File: config.mk
export PLATFORM = sky130hd
export DESIGN_NAME = uart_error_irq_and_data_port
export DESIGN_NICKNAME = d
export VERILOG_FILES = /design/src/uart_pkg.sv /design/src/sticky_flag.sv /design/src/uart_error_irq_and_data_port.sv
export VERILOG_INCLUDE_DIRS = /design/src
export SDC_FILE = /design/constraint.sdc
export NUM_CORES = 1
export LEC_CHECK = 0
export ABC_AREA = 1
export BUFFER_PORTS_ARGS = -buffer_cell sky130_fd_sc_hd__clkbuf_2
export CORE_MARGIN = 1.5
export CORE_UTILIZATION = 38
export CTS_CLUSTER_SIZE = 14
export DETAILED_ROUTE_END_ITERATION = 10
export PLACE_DENSITY = 0.65
export REMOVE_ABC_BUFFERS = 1
export SLEW_MARGIN = 20
export SYNTH_ARGS = -nofsm -noshare
export SYNTH_HDL_FRONTEND = slang
export SYNTH_HIERARCHICAL = 1
export SYNTH_SLANG_ARGS = --single-unit
File: constraint.sdc
create_clock -name clk_sys -period 1.89 [get_ports clk_sys]
set_input_delay 0.189 -clock clk_sys [delete_from_list [all_inputs] [get_ports clk_sys]]
set_output_delay 0.189 -clock clk_sys [all_outputs]
set_load 0.02 [all_outputs]
File: src/uart_consts.svh
`ifndef UART_CONSTS_SVH
`define UART_CONSTS_SVH

// =====================================================
// register offsets (own choice, plain port)
`define OFS_DATA 4'h0
`define OFS_ERR_CTRL 4'h1
`define OFS_STATUS 4'h2
`define OFS_NINTH 4'h3
`define OFS_IRQ_STAT 4'h4
`define OFS_IRQ_MASK 4'h5

// =====================================================
// field positions
`define BIT_PARITY 0
`define BIT_FRAMING 1
`define BIT_NOISE 2
`define BIT_OVERRUN 3
`define BIT_RX_FULL 4
`define BIT_TX_EMPTY 5
`define BIT_RX_NINTH 0
`define BIT_TX_NINTH 1
`define BIT_NINE_MODE 2

// =====================================================
// reset values
`define RST_DATA 8'h00
`define RST_ERR_CTRL 8'h00
`define RST_IRQ_MASK 8'h00

`endif

File: src/uart_pkg.sv
package uart_pkg;
    // =====================================================
    // receive character from the shifter
    typedef struct packed {
        logic [7:0] data;
        logic ninth;
        logic parity_err;
        logic framing_err;
        logic noise;
    } rx_char_t;

    // character handed to the transmit shifter
    typedef struct packed {
        logic [7:0] data;
        logic ninth;
    } tx_char_t;

    typedef enum logic [1:0] {
        TX_EMPTY,
        TX_LOADED
    } tx_state_t;
endpackage : uart_pkg

File: src/sticky_flag.sv
`timescale 1ns/1ps
module sticky_flag (
    input wire logic clk_sys,
    input wire logic sys_rst,
    input wire logic set_pulse,
    input wire logic clr_pulse,
    output logic flag_ff
);
    // set wins over a clear in the same cycle
    always_ff @(posedge clk_sys) begin
        if (sys_rst) begin
            flag_ff <= 1'b0;
        end else if (set_pulse) begin
            flag_ff <= 1'b1;
        end else if (clr_pulse) begin
            flag_ff <= 1'b0;
        end
    end
endmodule : sticky_flag

File: src/uart_error_irq_and_data_port.sv
// What this block does
// - the overrun flag raises an interrupt request when its enable is one.
// - the noise enable at bit 2 lets the noise flag request an interrupt.
// - the framing enable at bit 1 lets the framing flag request an interrupt.
// - the parity enable at bit 0 lets the parity flag request an interrupt.
// - reading the data register returns the receive buffer bits 7 to 0.
// - writing the data register loads the transmit buffer and disarms a pending receive clear.
// - data reads finish receive flag clearing and data writes transmit flag clearing.
// - the overrun enable sits at bit 3 of the error enable register.
// - in nine-bit mode a data write hands the full nine bits to the shifter.
`timescale 1ns/1ps
`include "uart_consts.svh"
module uart_error_irq_and_data_port #(
    parameter int NUM_ERR = 4,
    parameter int NUM_EV = 6
) (
    input wire logic clk_sys,
    input wire logic sys_rst,
    input wire logic [3:0] reg_addr,
    input wire logic [7:0] reg_wdata,
    input wire logic reg_wr,
    input wire logic reg_rd,
    output logic [7:0] reg_rdata,
    input wire logic rx_valid,
    input wire uart_pkg::rx_char_t rx_char,
    output logic tx_valid,
    output uart_pkg::tx_char_t tx_char,
    input wire logic tx_taken,
    output logic err_irq,
    output logic irq
);
    // =====================================================
    // elaboration checks
    // the status, irq and mask layouts are fixed at four error
    // flags plus the receive and transmit events; other sizes
    // would move fields under software's feet
    generate
        if (NUM_ERR != 4) begin : g_bad_err
            $error("error flag count must be four");
        end
        if (NUM_EV != NUM_ERR + 2) begin : g_bad_ev
            $error("event count must be the error count plus two");
        end
    endgenerate

    // =====================================================
    // write decode
    logic wr_data;
    logic wr_err_ctrl;
    logic wr_ninth;
    logic wr_irq_stat;
    logic wr_irq_mask;
    assign wr_data = reg_wr && (reg_addr == `OFS_DATA);
    assign wr_err_ctrl = reg_wr && (reg_addr == `OFS_ERR_CTRL);
    assign wr_ninth = reg_wr && (reg_addr == `OFS_NINTH);
    assign wr_irq_stat = reg_wr && (reg_addr == `OFS_IRQ_STAT);
    assign wr_irq_mask = reg_wr && (reg_addr == `OFS_IRQ_MASK);

    // =====================================================
    // read decode
    // only the data and status reads have side effects
    logic rd_data;
    logic rd_status;
    assign rd_data = reg_rd && (reg_addr == `OFS_DATA);
    assign rd_status = reg_rd && (reg_addr == `OFS_STATUS);

    // =====================================================
    // error interrupt enables
    logic [3:0] err_enable_ff;

    always_ff @(posedge clk_sys) begin
        if (sys_rst) begin
            err_enable_ff <= 4'(`RST_ERR_CTRL);
        end else if (wr_err_ctrl) begin
            err_enable_ff <= reg_wdata[`BIT_OVERRUN:`BIT_PARITY];
        end
    end

    // =====================================================
    // nine-bit control
    // the ninth transmit bit is kept between data writes, so a
    // fixed mark or space bit needs writing only once
    logic nine_mode_ff;
    logic tx_ninth_bit_ff;

    always_ff @(posedge clk_sys) begin
        if (sys_rst) begin
            nine_mode_ff <= 1'b0;
            tx_ninth_bit_ff <= 1'b0;
        end else if (wr_ninth) begin
            nine_mode_ff <= reg_wdata[`BIT_NINE_MODE];
            tx_ninth_bit_ff <= reg_wdata[`BIT_TX_NINTH];
        end
    end

    // =====================================================
    // interrupt mask
    logic [5:0] irq_mask_ff;

    always_ff @(posedge clk_sys) begin
        if (sys_rst) begin
            irq_mask_ff <= 6'(`RST_IRQ_MASK);
        end else if (wr_irq_mask) begin
            irq_mask_ff <= reg_wdata[5:0];
        end
    end

    // =====================================================
    // receive buffer
    logic [7:0] rx_buf_ff;
    logic rx_ninth_bit_ff;
    logic rx_full_ff;
    logic status_seen_ff;
    logic rx_clear;
    logic accept_rx;

    // clear needs a status read first, then a data read; any data
    // access in between disarms it, so a stray write cannot clear
    // a character that software never looked at
    assign rx_clear = rd_data && status_seen_ff;
    assign accept_rx = rx_valid && !rx_full_ff;

    always_ff @(posedge clk_sys) begin
        if (sys_rst) begin
            status_seen_ff <= 1'b0;
        end else if (rd_status) begin
            status_seen_ff <= 1'b1;
        end else if (rd_data || wr_data) begin
            status_seen_ff <= 1'b0;
        end
    end

    // =====================================================
    // receive data and ninth bit
    // writes never touch this buffer
    always_ff @(posedge clk_sys) begin
        if (sys_rst) begin
            rx_buf_ff <= `RST_DATA;
            rx_ninth_bit_ff <= 1'b0;
        end else if (accept_rx) begin
            rx_buf_ff <= rx_char.data;
            rx_ninth_bit_ff <= rx_char.ninth;
        end
    end

    // =====================================================
    // receive full flag
    // accept_rx needs the buffer empty but rx_clear does not, so set
    // and clear can meet here, and the set wins
    always_ff @(posedge clk_sys) begin
        if (sys_rst) begin
            rx_full_ff <= 1'b0;
        end else if (accept_rx) begin
            rx_full_ff <= 1'b1;
        end else if (rx_clear) begin
            rx_full_ff <= 1'b0;
        end
    end

    // =====================================================
    // error flags, cleared by the same receive sequence
    logic [3:0] err_set;
    logic [3:0] err_flag;
    assign err_set[`BIT_PARITY] = accept_rx && rx_char.parity_err;
    assign err_set[`BIT_FRAMING] = accept_rx && rx_char.framing_err;
    assign err_set[`BIT_NOISE] = accept_rx && rx_char.noise;
    // a character that meets a full buffer is lost
    assign err_set[`BIT_OVERRUN] = rx_valid && rx_full_ff;

    // =====================================================
    // error flag latches
    // one armed data read clears all four with the full flag
    genvar gi;
    generate
        for (gi = 0; gi < 4; gi++) begin : g_err
            sticky_flag u_flag (
                .clk_sys(clk_sys),
                .sys_rst(sys_rst),
                .set_pulse(err_set[gi]),
                .clr_pulse(rx_clear),
                .flag_ff(err_flag[gi])
            );
        end
    endgenerate

    // =====================================================
    // error interrupt request
    // each enable gates its own flag; a disabled flag can still
    // be polled in the status register
    logic [3:0] err_req;
    assign err_req[`BIT_PARITY] =
        err_flag[`BIT_PARITY] & err_enable_ff[`BIT_PARITY];
    assign err_req[`BIT_FRAMING] =
        err_flag[`BIT_FRAMING] & err_enable_ff[`BIT_FRAMING];
    assign err_req[`BIT_NOISE] =
        err_flag[`BIT_NOISE] & err_enable_ff[`BIT_NOISE];
    assign err_req[`BIT_OVERRUN] =
        err_flag[`BIT_OVERRUN] & err_enable_ff[`BIT_OVERRUN];
    assign err_irq = |err_req;

    // =====================================================
    // transmit buffer
    uart_pkg::tx_state_t tx_state_ff;
    logic tx_empty;
    assign tx_empty = (tx_state_ff == uart_pkg::TX_EMPTY);

    // =====================================================
    // transmit data
    always_ff @(posedge clk_sys) begin
        if (sys_rst) begin
            tx_char <= '0;
        end else if (wr_data) begin
            tx_char.data <= reg_wdata;
            // ninth bit goes with every write, held value in nine-bit mode, zero otherwise
            tx_char.ninth <= nine_mode_ff & tx_ninth_bit_ff;
        end
    end

    // =====================================================
    // transmit buffer state
    // a data write alone completes the empty clearing
    always_ff @(posedge clk_sys) begin
        if (sys_rst) begin
            tx_state_ff <= uart_pkg::TX_EMPTY;
        end else begin
            case (tx_state_ff)
                uart_pkg::TX_EMPTY: begin
                    if (wr_data) begin
                        tx_state_ff <= uart_pkg::TX_LOADED;
                    end
                end
                uart_pkg::TX_LOADED: begin
                    // a write in the taking cycle is a new character,
                    // so the buffer stays loaded rather than dropping it
                    if (tx_taken && !wr_data) begin
                        tx_state_ff <= uart_pkg::TX_EMPTY;
                    end
                end
                default: begin
                    tx_state_ff <= uart_pkg::TX_EMPTY;
                end
            endcase
        end
    end
    assign tx_valid = (tx_state_ff == uart_pkg::TX_LOADED);

    // =====================================================
    // interrupt status: events latch, write one to clear
    logic [5:0] ev_set;
    logic [5:0] irq_stat;
    logic [5:0] ev_clr;
    logic tx_empty_d_ff;

    // delayed empty level for the edge detect
    always_ff @(posedge clk_sys) begin
        if (sys_rst) begin
            tx_empty_d_ff <= 1'b1;
        end else begin
            tx_empty_d_ff <= tx_empty;
        end
    end

    // =====================================================
    // event pulses
    // the empty event is the rising edge of tx_empty, so the delay
    // flop resets high to avoid a false event after reset
    logic ev_tx_empty;
    logic ev_rx_char;
    assign ev_tx_empty = tx_empty && !tx_empty_d_ff;
    assign ev_rx_char = accept_rx;
    assign ev_set = {ev_tx_empty, ev_rx_char, err_set};
    assign ev_clr = wr_irq_stat ? reg_wdata[5:0] : 6'h00;

    // =====================================================
    // event latches, set wins over a write-one clear

    generate
        for (gi = 0; gi < 6; gi++) begin : g_ev
            sticky_flag u_ev (
                .clk_sys(clk_sys),
                .sys_rst(sys_rst),
                .set_pulse(ev_set[gi]),
                .clr_pulse(ev_clr[gi]),
                .flag_ff(irq_stat[gi])
            );
        end
    endgenerate

    assign irq = |(irq_stat & irq_mask_ff);

    // =====================================================
    // read words
    logic [7:0] err_ctrl_word;
    logic [7:0] status_word;
    logic [7:0] ninth_word;
    logic [7:0] irq_stat_word;
    logic [7:0] irq_mask_word;
    assign err_ctrl_word = {4'h0, err_enable_ff};
    assign status_word = {2'b00, tx_empty, rx_full_ff, err_flag};
    assign ninth_word = {5'h00, nine_mode_ff, tx_ninth_bit_ff, rx_ninth_bit_ff};
    assign irq_stat_word = {2'b00, irq_stat};
    assign irq_mask_word = {2'b00, irq_mask_ff};

    // =====================================================
    // read mux
    // unmapped indices read as zero
    logic [7:0] nxt_rdata;
    always_comb begin
        nxt_rdata = 8'h00;
        case (reg_addr)
            `OFS_DATA: nxt_rdata = rx_buf_ff;
            `OFS_ERR_CTRL: nxt_rdata = err_ctrl_word;
            `OFS_STATUS: nxt_rdata = status_word;
            `OFS_NINTH: nxt_rdata = ninth_word;
            `OFS_IRQ_STAT: nxt_rdata = irq_stat_word;
            `OFS_IRQ_MASK: nxt_rdata = irq_mask_word;
            default: nxt_rdata = 8'h00;
        endcase
    end

    // =====================================================
    // read data register
    // zero outside the answer cycle, so a stale word never lingers
    always_ff @(posedge clk_sys) begin
        if (sys_rst) begin
            reg_rdata <= 8'h00;
        end else if (reg_rd) begin
            reg_rdata <= nxt_rdata;
        end else begin
            reg_rdata <= 8'h00;
        end
    end
endmodule : uart_error_irq_and_data_port

== Yosys cells after proc, flatten, opt, wreduce, memory -nomap -nowiden ==
Index checks and enable logic that the tools add are counted.
Word-level totals
  bits in registers: 53
  output and inout bits: 20
Operators by class
  mux-type cells: 25
  reduce and logical (&&, ||, !) cells: 37
  bitwise gates (word level): 7
  equal/unequal tests: 8
Operators by type and width (count)
  $pmux W8 S6: 1
  $reduce_bool A2 Y1: 12
  $mux W1: 20
  $logic_and A1 B1 Y1: 15
  $eq A4 B2 Y1 const B: 2
  $eq A4 B3 Y1 const B: 2
  $and A6 B6 Y6: 1
  $mux W6: 1
  $reduce_or A6 Y1: 1
  $and A1 B1 Y1: 5
  $eq A4 B1 Y1 const B: 1
  $logic_not A4 Y1: 1
  $mux W2: 2
  $pmux W2 S2: 1
  $reduce_or A4 Y1: 1
  $logic_not A1 Y1: 3
  $eq A2 B1 Y1 const B: 1
  $logic_not A2 Y1: 1
  $ne A2 B1 Y1 const B: 1
  $ne A2 B2 Y1 const B: 1
  $reduce_and A2 Y1: 1
  $reduce_or A2 Y1: 1
  $logic_or A1 B1 Y1: 1
  $not A1 Y1: 1

== Depth between registers and ports, before layout ==
Gate-level depths: netlist of the first run.
  depth in word-level cells: 6
  gate-level depth with buffers: 8
  mapped depth without buffers: 7

== Modules after synthesis ==
The synthesis of the first run kept the hierarchy.
Modules (own cells, without submodules)
  uart_error_irq_and_data_port: area an instance 1889.3 sq um, times used 1, cells each 262
  sticky_flag: area an instance 40.0 sq um, times used 10, cells each 5

== Least setup slack after synthesis of the first run ==
Ideal clock, no wire load.
  kind: register to register
  start point: reg rx_full_ff
  end point: reg g_err[0].u_flag.flag_ff
  setup slack: 0.720 ns
  cell stages (with the launch flop): 7
  period minus slack after synthesis: 1.170 ns
  arrival: 1.104 ns
  cell sequence: dfxtp_1 -> nor2_2 -> inv_1 -> buf_2 -> nor2_1 -> inv_1 -> a21oi_2
Between the ends
  word-level cells in the longest chain between the ends: 4
  elaborated cells on any way between the ends: 5
RTL lines
  start, declared: RTL line uart_error_irq_and_data_port.sv:112  | logic rx_full_ff;
  start signal, assigned: RTL line uart_error_irq_and_data_port.sv:152  | rx_full_ff <= 1'b0;
  start signal, assigned: RTL line uart_error_irq_and_data_port.sv:154  | rx_full_ff <= 1'b1;
  start signal, assigned: RTL line uart_error_irq_and_data_port.sv:156  | rx_full_ff <= 1'b0;
  $logic_not A1 Y1 (*): RTL line uart_error_irq_and_data_port.sv:121  | assign accept_rx = rx_valid && !rx_full_ff;
  $logic_and A1 B1 Y1 (*): RTL line uart_error_irq_and_data_port.sv:121
  net accept_rx: RTL line uart_error_irq_and_data_port.sv:115  | logic accept_rx;
  $logic_and A1 B1 Y1 (*): RTL line uart_error_irq_and_data_port.sv:164  | assign err_set[`BIT_PARITY] = accept_rx && rx_char.parity_err;
  net err_set[0]: RTL line uart_error_irq_and_data_port.sv:162  | logic [3:0] err_set;
  $mux W1 / $reduce_bool A2 Y1 (equally long branches)
  end signal, assigned: RTL line sticky_flag.sv:12  | flag_ff <= 1'b0;
  end signal, assigned: RTL line sticky_flag.sv:14  | flag_ff <= 1'b1;
  end signal, assigned: RTL line sticky_flag.sv:16  | flag_ff <= 1'b0;
  end, declared: RTL line sticky_flag.sv:7  | output logic flag_ff
The timed path passes the listed nets; every way through them passes the cells marked *.
A chain may end at the register's enable or synchronous reset.

== Worst setup path after layout of the first run ==
  start point: reg g_ev[2].u_ev.flag_ff
  end point: out irq
Between the ends
  word-level cells in the longest chain between the ends: 2
RTL lines
  start, declared: RTL line sticky_flag.sv:7
  start signal, assigned: RTL line sticky_flag.sv:12
  start signal, assigned: RTL line sticky_flag.sv:14
  start signal, assigned: RTL line sticky_flag.sv:16
  $and A6 B6 Y6: RTL line uart_error_irq_and_data_port.sv:289  | assign irq = |(irq_stat & irq_mask_ff);
  $reduce_or A6 Y1: RTL line uart_error_irq_and_data_port.sv:289
  end, declared: RTL line uart_error_irq_and_data_port.sv:30  | output logic irq
No other way between the ends.

==> summary.txt, run 1 <==
Gates resized, CTS repair: 0
Clock-pin slew on the worst setup and hold paths: 90 ps
Design Area, Final: 0.00271 mm^2
CTS root buffer: clkbuf_8
Die W: 80.6 um
I/O Buffers: 49
IO Pins: 50
Yosys warnings: 6
Slew Viols, Final: 0
Setup TNS: 0 ps
Period Utilization, post-route: 76.6%
DRT Pass-1 Iters: 4
DP Cell Count: 434
First-pass GRT wire length: 8890 um
Largest stage delay, worst path: 340 ps
Initial antenna violation count: 0
Post-route core utilization: 46.1%
Class of the worst hold path: input pin to flip-flop
Final nets: 396
Largest net degree at the start of global routing: 20
Worst slew pin tran: 462 ps
Outcome: complete, no violations
Placed Instance Area: 0.00262 mm^2
H-tree depth: 2
Most frequent cells in the layout: nand2_1, dfxtp_1, clkbuf_2
Leak: 1.21 nW
Worst hold slack: 58.0 ps
Pwr Density: 752 mW/mm^2
Routed wire length: 5480 um
Layout cells sized above 1: 24.3%
Top post-synthesis cells by area: dfxtp_1, nand3_1, nand2_1
Sequential-to-total area share from yosys stat: 45.5%
Slew HR: 69.2%
Final Non-Filler Cells: 441
Primary FF master, synth: dfxtp_1
Initial Utilization: 38.9%
Tot GR Track Use: 18.2%
Antenna diodes: 0
Fmax: 690 MHz
Arrival @ worst endpoint: 1260 ps
Synth cell types: 23
DP Wirelength: 4100 um
Pre-CTS setup slack: 475 ps
Seq cells post-synth: 52
Initial DRC count: 91
Clock sink total: 52
Postcts setup bufs: 0
Worst VDD drop: 0.339 mV
Average size of a mapped cell: 7.34 um^2
Share of Yosys cell area claimed by the top area cell type: 45.5%
Core area: 0.00589 mm^2
Syn-to-layout area delta: 18.5%
Setup CP Type: flip-flop to primary output
Post-synth ARST share: 0%
Post-Synthesis Cells: 312
Area leader, netlist: dfxtp_1
Worst-Skew Late Latency: 310 ps
Die area: 0.00650 mm^2
Global route overflow: 0
Via/cell ratio: 4.88
# hold bufs at CTS: 0
Final worst slack: 442 ps
Final Hold Viols: 0
Setup crit start kind: flip-flop
CTS buffer count: 5
Setup violations, final: 0
Worst-path fanout max: 3
Post-route ant nets: 0
Overall power: 2.04 mW
Final min period: 1450 ps
Clk buf depth: 2
Slowest cell on crit path: dfxtp_1
Vias in the first global route: 1887
CP required: 1700 ps
Post-synth EDFFs: 0
Die Height: 80.6 um
RSZ-0062 raised after global routing: no
Mapped Area: 0.00229 mm^2
# rows: 28
CP Cell Sequence: a22o_1 > a21oi_1 > nand2_1 > clkbuf_2
CTS tree: built
Wire per inst: 12.4 um
RePlAce Congestion: 0.822
Maxcap violations: 0
# DRC: 0
Skew final: 8.28 ps
CP Capture Type: primary output
Routed via count: 2153
## worst paths after layout
path	startpoint	end	slack, ps	depth (start not counted)
setup / recovery	g_ev[2].u_ev/flag_ff$_SDFFE_PP0P_	irq	440	4
hold / removal	tx_taken	tx_state_ff[0]$_SDFFE_PP0P_	60	2
setup reg to reg	rx_full_ff$_SDFFE_PP0P_	g_err[2].u_flag/flag_ff$_SDFFE_PP0P_	690	5
hold reg to reg	rx_buf_ff[7]$_SDFFE_PP0P_	reg_rdata[7]$_SDFF_PP0_	450	2
## registers in the layout, summed over array words and instances, names as in the netlist
register	cells
err_enable_ff	4
g_err.u_flag/flag_ff	4
g_ev.u_ev/flag_ff	6
irq_mask_ff	6
nine_mode_ff	1
reg_rdata	8
rx_buf_ff	8
rx_full_ff	1
rx_ninth_bit_ff	1
status_seen_ff	1
tx_char	9
tx_empty_d_ff	1
tx_ninth_bit_ff	1
tx_state_ff	1
## worst max-delay path: cells and delay by family, from the launching register on
family                 cells  cell delay, ps
AND/OR/NAND/NOR            1              90
AO/OA/AOI/OAI              2             360
buffers and inverters      1             160
flip-flops                 1             340
## power by group
part           switching, mW  total (mW)  internal [mW]
registers             0.0252        1.16           1.14
logic                  0.141       0.218         0.0777
clock network          0.369       0.662          0.293
## cells in the mapped netlist, types with 3 or more instances
library cell  number
nor2_2             5
a21oi_2           10
buf_2              5
a21oi_1           19
nor2_1            35
nand4_1            3
buf_4              4
inv_2              3
nand3_1           40
dfxtp_1           52
nand2_1           52
inv_1             45
o21ai_0           25
## metal layers
| layer | share of wire (%) | global-route usage, % | up-vias |
|---|---|---|---|
| met5 | 0 | 0 | - |
| met4 | 1.5 | 6.21 | 0 |
| met3 | 4.9 | 3.64 | 7 |
| met2 | 46 | 29.6 | 51 |
| met1 | 48 | 23.9 | 992 |
| li1 | - | - | 1103 |
## cells by family after synthesis
logic type             after synthesis  synth area share [%]
flip-flops                          52                  45.5
buffers and inverters               59                  11.0
AO/OA/AOI/OAI                       58                  14.6
AND/OR/NAND/NOR                    143                  28.9
## area by class of cell
type / count / area (um^2)
tap: 75 / 93.8
fill: 642 / 3170
multi-input combinational: 201 / 997
sequential: 52 / 1040
inverter: 49 / 185
clock buffer: 6 / 82.6
clock inverter: 1 / 8.76
timing repair buffer: 57 / 305
(Power assumes the default switching activity.)
==> run 2, diff against run 1 <==
==> constraint.sdc (replaced) <==
create_clock -name clk_sys -period 1.4 [get_ports clk_sys]
set_input_delay 0.14 -clock clk_sys [delete_from_list [all_inputs] [get_ports clk_sys]]
set_output_delay 0.14 -clock clk_sys [all_outputs]
set_load 0.02 [all_outputs]
==> summary.txt, run 2 (synthesized netlist as in run 1, its figures left out) <==
Outcome: complete, no violations (unchanged)
Setup crit start kind: flip-flop (unchanged)
# fillers: 626 (was 642)
Skew final: 6.23 ps (was 8.28 ps)
RSZ-0062 raised after global routing: yes (was no)
Slew Viols, Final: 0 (unchanged)
Die W: 80.6 um (unchanged)
Hold path startpoint: tx_taken (unchanged)
CP Cell Sequence: a22o_1 > a21oi_2 > nand2_1 > clkbuf_8 (was a22o_1 > a21oi_1 > nand2_1 > clkbuf_2)
Worst slew pin tran: 334 ps (was 462 ps)
Final Non-Filler Cells: 446 (was 441)
IO Pins: 50 (unchanged)
Worst-path fanout max: 2 (was 3)
Reg2reg setup slack: 320 ps (was 690 ps)
Worst flop-to-flop path endpoint: g_err[0].u_flag/flag_ff$_SDFFE_PP0P_ (was g_err[2].u_flag/flag_ff$_SDFFE_PP0P_)
Clock-pin slew on the worst setup and hold paths: 100 ps (was 90 ps)
CTS root buffer: clkbuf_8 (unchanged)
# DRC: 0 (unchanged)
Worst-Skew Late Latency: 310 ps (about the same)
Top Registers: tx_char (9), reg_rdata (8), rx_buf_ff (8) (unchanged)
Hold Path Sink: tx_state_ff[0]$_SDFFE_PP0P_ (unchanged)
Clk buf depth: 2 (unchanged)
Tot GR Track Use: 18.5% (was 18.2%)
CP Capture Type: primary output (unchanged)
Final Hold Viols: 0 (unchanged)
Period Utilization, post-route: 97.7%
Largest net degree at the start of global routing: 20 (unchanged)
Pre-CTS setup slack: 152 ps (was 475 ps)
Via/cell ratio: 4.89 (was 4.88)
CTS tree: built (unchanged)
Die area: 0.00650 mm^2 (unchanged)
H-tree depth: 2 (unchanged)
Clock sink total: 52 (unchanged)
Post-route ant nets: 0 (unchanged)
Final min period: 1370 ps
Layout cells sized above 1: 27.0% (was 24.3%)
Pwr Density: 1060 mW/mm^2 (was 752 mW/mm^2)
Initial DRC count: 160 (was 91)
Most frequent cells in the layout: nand2_1, dfxtp_1, clkbuf_2 (unchanged)
Maxcap violations: 0 (unchanged)
Routed via count: 2182 (was 2153)
Slowest cell on crit path: dfxtp_2 (was dfxtp_1)
Slew HR: 77.7% (was 69.2%)
Setup violations, final: 0 (unchanged)
Largest register FFs: 9 (unchanged)
CTS buffer count: 5 (unchanged)
DRT Pass-1 Iters: 5 (was 4)
Reg with most FFs: tx_char (unchanged)
Antenna diodes: 0 (unchanged)
Core area: 0.00589 mm^2 (unchanged)
Vias in the first global route: 1938 (was 1887)
Wire per inst: 12.7 um (was 12.4 um)
Final nets: 400 (was 396)
Die Height: 80.6 um (unchanged)
Class of the worst hold path: input pin to flip-flop (unchanged)
Syn-to-layout area delta: 21.8% (was 18.5%)
CP required: 1260 ps (was 1700 ps)
DP Wirelength: 4310 um (was 4100 um)
Worst VDD drop: 0.452 mV (was 0.339 mV)
Fmax: 731 MHz
Global route overflow: 0 (unchanged)
Initial antenna violation count: 0 (unchanged)
Commonest non-fill, non-tap cell in the layout: nand2_1
# rows: 28 (unchanged)
WHS Path Cells: 2 (unchanged)
First-pass GRT wire length: 9160 um (was 8890 um)
Overall power: 2.95 mW (was 2.04 mW)
Leak: 1.24 nW (was 1.21 nW)
RePlAce Congestion: 0.918 (was 0.822)
Worst r2r src: rx_full_ff$_SDFFE_PP0P_ (unchanged)
Routed wire length: 5660 um (was 5480 um)
Setup TNS: 0 ps (unchanged)
Final worst slack: 32.2 ps (was 442 ps)
Largest stage delay, worst path: 340 ps (about the same)
I/O Buffers: 49 (unchanged)
Cell depth of the worst flop-to-flop path: 6 (was 5)
Setup CP Type: flip-flop to primary output (unchanged)
DP Cell Count: 437 (was 434)
Worst hold slack: 6.86 ps (was 58.0 ps)
Arrival @ worst endpoint: 1230 ps (was 1260 ps)
Initial Utilization: 38.9% (unchanged)
## run 2: timing repair
action                                  in CTS  in global routing
hold buffers                                 0                  0
resized for setup                            4                  4
pin swaps                                    1                  2
setup buffers                                1                  0
endpoints found under the setup margin       1                  1
hold endpoints to repair                     0                  0
## run 2: how the worst max path moves through the flow
stage / slack (ps) / cells past startpoint / startpoint / end
2_1_floorplan: 280 / 5 / rx_full_ff$_SDFFE_PP0P_ / g_err[0].u_flag/flag_ff$_SDFFE_PP0P_
3_3_place_gp: 160 / 5 / reg_addr[3] / status_seen_ff$_SDFFE_PP0P_
3_5_place_dp: 150 / 5 / reg_addr[3] / status_seen_ff$_SDFFE_PP0P_
4_1_cts: 10 / 4 / g_ev[2].u_ev/flag_ff$_SDFFE_PP0P_ / irq
5_1_grt: -10 / 4 / irq_mask_ff[4]$_SDFFE_PP0P_ / irq
6_report: 30 / 4 / g_ev[2].u_ev/flag_ff$_SDFFE_PP0P_ / irq
## run 2: through the flow
stage	util (%)	cell area, um^2
finish	47.4	2790
global route	47.4	2790
CTS	47.3	2780
detailed placement	44.9	2650
global placement	44.9	2650
floorplan	-	2220
## run 2: final cells by class
class	count	area, um^2	share of cell area (%)
timing repair buffer	61	344	12.3
clock buffer	5	68.8	2.47
multi-input combinational	201	1000	36.0
clock inverter	3	46.3	1.66
sequential	52	1050	37.5
inverter	49	185	6.64
tap	75	93.8	3.36
## run 2: worst max-delay path, delay by kind of cell (launching register included)
| family | cells | cell delay (ps) |
|---|---|---|
| DFF | 1 | 340 |
| buffers and inverters | 1 | 160 |
| AOI/OAI and AO/OA | 2 | 340 |
| and+or+nand+nor | 1 | 80 |
## run 2: layer usage
layer	track usage (%)	share of wire (%)
met1	24.2	44
met2	30.3	48
met3	3.64	5.5
met4	5.86	1.5
met5	0	0
## run 2: where the power goes
| part | internal (mW) | switching, mW |
|---|---|---|
| Sequential | 1.53 | 0.0391 |
| Clock | 0.539 | 0.528 |
| Combinational | 0.116 | 0.192 |
| Total | 2.19 | 0.759 |
==> run 3, diff against run 2 <==
--- a/config.mk
+++ b/config.mk
@@ -12,7 +12,7 @@
 export CORE_UTILIZATION = 38
 export CTS_CLUSTER_SIZE = 14
 export DETAILED_ROUTE_END_ITERATION = 10
-export PLACE_DENSITY = 0.65
+export PLACE_DENSITY = 0.67
 export REMOVE_ABC_BUFFERS = 1
 export SLEW_MARGIN = 20
 export SYNTH_ARGS = -nofsm -noshare
==> constraint.sdc (replaced) <==
create_clock -name clk_sys -period 1.16 [get_ports clk_sys]
set_input_delay 0.116 -clock clk_sys [delete_from_list [all_inputs] [get_ports clk_sys]]
set_output_delay 0.116 -clock clk_sys [all_outputs]
set_load 0.02 [all_outputs]
==> summary.txt, run 3 (synthesized netlist as in run 1, its figures left out) <==
Pwr Density: 1170 mW/mm^2 (was 1060 mW/mm^2)
DP Wirelength: 4270 um (was 4310 um)
Worst-Skew Late Latency: 310 ps (about the same)
Failing checks: setup timing
Class of the worst hold path: input pin to flip-flop (unchanged)
Vias in the first global route: 2016 (was 1938)
Die Height: 80.6 um (unchanged)
Largest net degree at the start of global routing: 20 (unchanged)
CP Cell Sequence: a22o_1 > a21oi_2 > nand2_1 > clkbuf_8 (unchanged)
Antenna diodes: 0 (unchanged)
Worst r2r src: rx_full_ff$_SDFFE_PP0P_ (unchanged)
Hold path startpoint: rx_char[8] (was tx_taken)
Top Registers: tx_char (9), reg_rdata (8), rx_buf_ff (8) (unchanged)
Clk buf depth: 2 (unchanged)
Final nets: 410 (was 400)
DRT Pass-1 Iters: 4 (was 5)
CTS tree: built (unchanged)
Slew HR: 77.5% (was 77.7%)
Crit path launch: irq_mask_ff[2]$_SDFFE_PP0P_ (was g_ev[2].u_ev/flag_ff$_SDFFE_PP0P_)
CP required: 1040 ps (was 1260 ps)
Initial DRC count: 93 (was 160)
Placed Instance Area: 0.00268 mm^2 (was 0.00265 mm^2)
Setup TNS: -292 ps (was 0 ps)
Slew Viols, Final: 0 (unchanged)
Outcome: finished with violations (was complete, no violations)
Routed via count: 2203 (was 2182)
Maxcap violations: 0 (unchanged)
Pre-CTS setup slack: -10.7 ps (was 152 ps)
Initial antenna violation count: 0 (unchanged)
Setup violations, final: 6 (was 0)
Most frequent cells in the layout: nand2_1, clkbuf_2, inv_1, dfxtp_1, nand3_1 (was nand2_1, dfxtp_1, clkbuf_2)
Largest register FFs: 9 (unchanged)
Die area: 0.00650 mm^2 (unchanged)
Slowest cell on crit path: dfxtp_2 (unchanged)
CTS root buffer: clkbuf_8 (unchanged)
Final Non-Filler Cells: 456 (was 446)
Final Hold Viols: 0 (unchanged)
Worst flop-to-flop path endpoint: rx_buf_ff[5]$_SDFFE_PP0P_ (was g_err[0].u_flag/flag_ff$_SDFFE_PP0P_)
Routed wire length: 5620 um (was 5660 um)
# fillers: 621 (was 626)
Die W: 80.6 um (unchanged)
Clock sink total: 52 (unchanged)
Hold Path Sink: rx_buf_ff[4]$_SDFFE_PP0P_ (was tx_state_ff[0]$_SDFFE_PP0P_)
IO Pins: 50 (unchanged)
Design Area, Final: 0.00290 mm^2 (was 0.00279 mm^2)
Worst path top cell family by delay: flip-flops (unchanged)
Period Utilization, post-route: 116%
Final worst slack: -185 ps (was 32.2 ps)
# DRC: 0 (unchanged)
Syn-to-layout area delta: 26.7% (was 21.8%)
Largest stage delay, worst path: 340 ps (about the same)
Global route overflow: 0 (unchanged)
Skew final: 8.74 ps (was 6.23 ps)
Worst-path fanout max: 2 (unchanged)
Layout cells sized above 1: 31.5% (was 27.0%)
Reg2reg setup slack: -30 ps (was 320 ps)
H-tree depth: 2 (unchanged)
CP Capture Type: primary output (unchanged)
DP Cell Count: 441 (was 437)
# rows: 28 (unchanged)
RePlAce Congestion: 0.914 (was 0.918)
Setup CP Type: flip-flop to primary output (unchanged)
Post-route ant nets: 0 (unchanged)
Wire per inst: 12.3 um (was 12.7 um)
Final min period: 1340 ps
I/O Buffers: 49 (unchanged)
RSZ-0062 raised after global routing: yes (unchanged)
Overall power: 3.40 mW (was 2.95 mW)
Leak: 1.29 nW (was 1.24 nW)
Arrival @ worst endpoint: 1230 ps (about the same)
Fmax: 744 MHz
Tot GR Track Use: 18.2% (was 18.5%)
Clock-pin slew on the worst setup and hold paths: 100 ps (about the same)
Worst slew pin tran: 337 ps (was 334 ps)
Via/cell ratio: 4.83 (was 4.89)
Setup crit start kind: flip-flop (unchanged)
Cell depth of the worst flop-to-flop path: 5 (was 6)
Worst VDD drop: 0.501 mV (was 0.452 mV)
CTS buffer count: 5 (unchanged)
Core area: 0.00589 mm^2 (unchanged)
First-pass GRT wire length: 9050 um (was 9160 um)
Commonest non-fill, non-tap cell in the layout: nand2_1 (unchanged)
Reg with most FFs: tx_char (unchanged)
WHS Path Cells: 3 (was 2)
Initial Utilization: 38.9% (unchanged)
Buf/Inv on CP: 1 (unchanged)
Stages on worst setup path: 4 (unchanged)
-- run 3: cell count changes in the layout (fill, tap and decap cells not counted), moves of 2 or more --
cell     delta
nor2_2      +2
nor2_1      -6
buf_4       +8
dfxtp_2     +4
dfxtp_1     -4
buf_6       +2
nor2_4      +4
-- run 3: repair_timing --
action / in CTS / in global routing
hold endpoints to repair: 1 / 0
endpoints found under the setup margin: 2 / 8
resized for setup: 9 / 18
pin swaps: 1 / 6
hold buffers: 1 / 0
setup buffers: 1 / 5
-- run 3: area by class of cell --
class / count / area [um^2] / area share (%)
Sequential cell: 52 / 1050 / 36.2
Multi-Input combinational cell: 201 / 1040 / 35.8
Timing Repair Buffer: 71 / 432 / 14.9
Inverter: 49 / 189 / 6.51
Tap cell: 75 / 93.8 / 3.24
Clock buffer: 6 / 82.6 / 2.85
Clock inverter: 2 / 13.8 / 0.475
-- run 3: worst max path at each step --
stage	end
floorplan	g_err[0].u_flag/flag_ff$_SDFFE_PP0P_
detailed placement	g_ev[4].u_ev/flag_ff$_SDFFE_PP0P_
CTS	irq
global placement	g_ev[2].u_ev/flag_ff$_SDFFE_PP0P_
global route	irq
finish	irq
-- run 3: layer usage --
layer  global-route usage, %  up-vias  share of wire, %
li1                        -     1130                 -
met1                    23.7     1023                49
met2                    29.6       42                47
met3                    4.20        8               3.4
met4                    6.03        0               1.5
met5                       0        -                 0
-- run 3: stage by stage --
step	util [%]	hold WS, ps
6_report	49.3	27.7
2_1_floorplan	-	178
3_3_place_gp	45.5	310
4_1_cts	47.7	20.4
3_5_place_dp	45.5	322
5_1_grt	49.3	30.9
-- run 3: where the power goes --
part	switching, mW	internal, mW
combinational	0.251	0.169
sequential	0.0426	1.85
clock	0.592	0.489
-- run 3: worst reg2reg max path, delay by kind of cell (launching register included) --
family,cells,cell delay [ps]
buffers and inverters,2,510
DFF,1,340
and+or+nand+nor,3,240
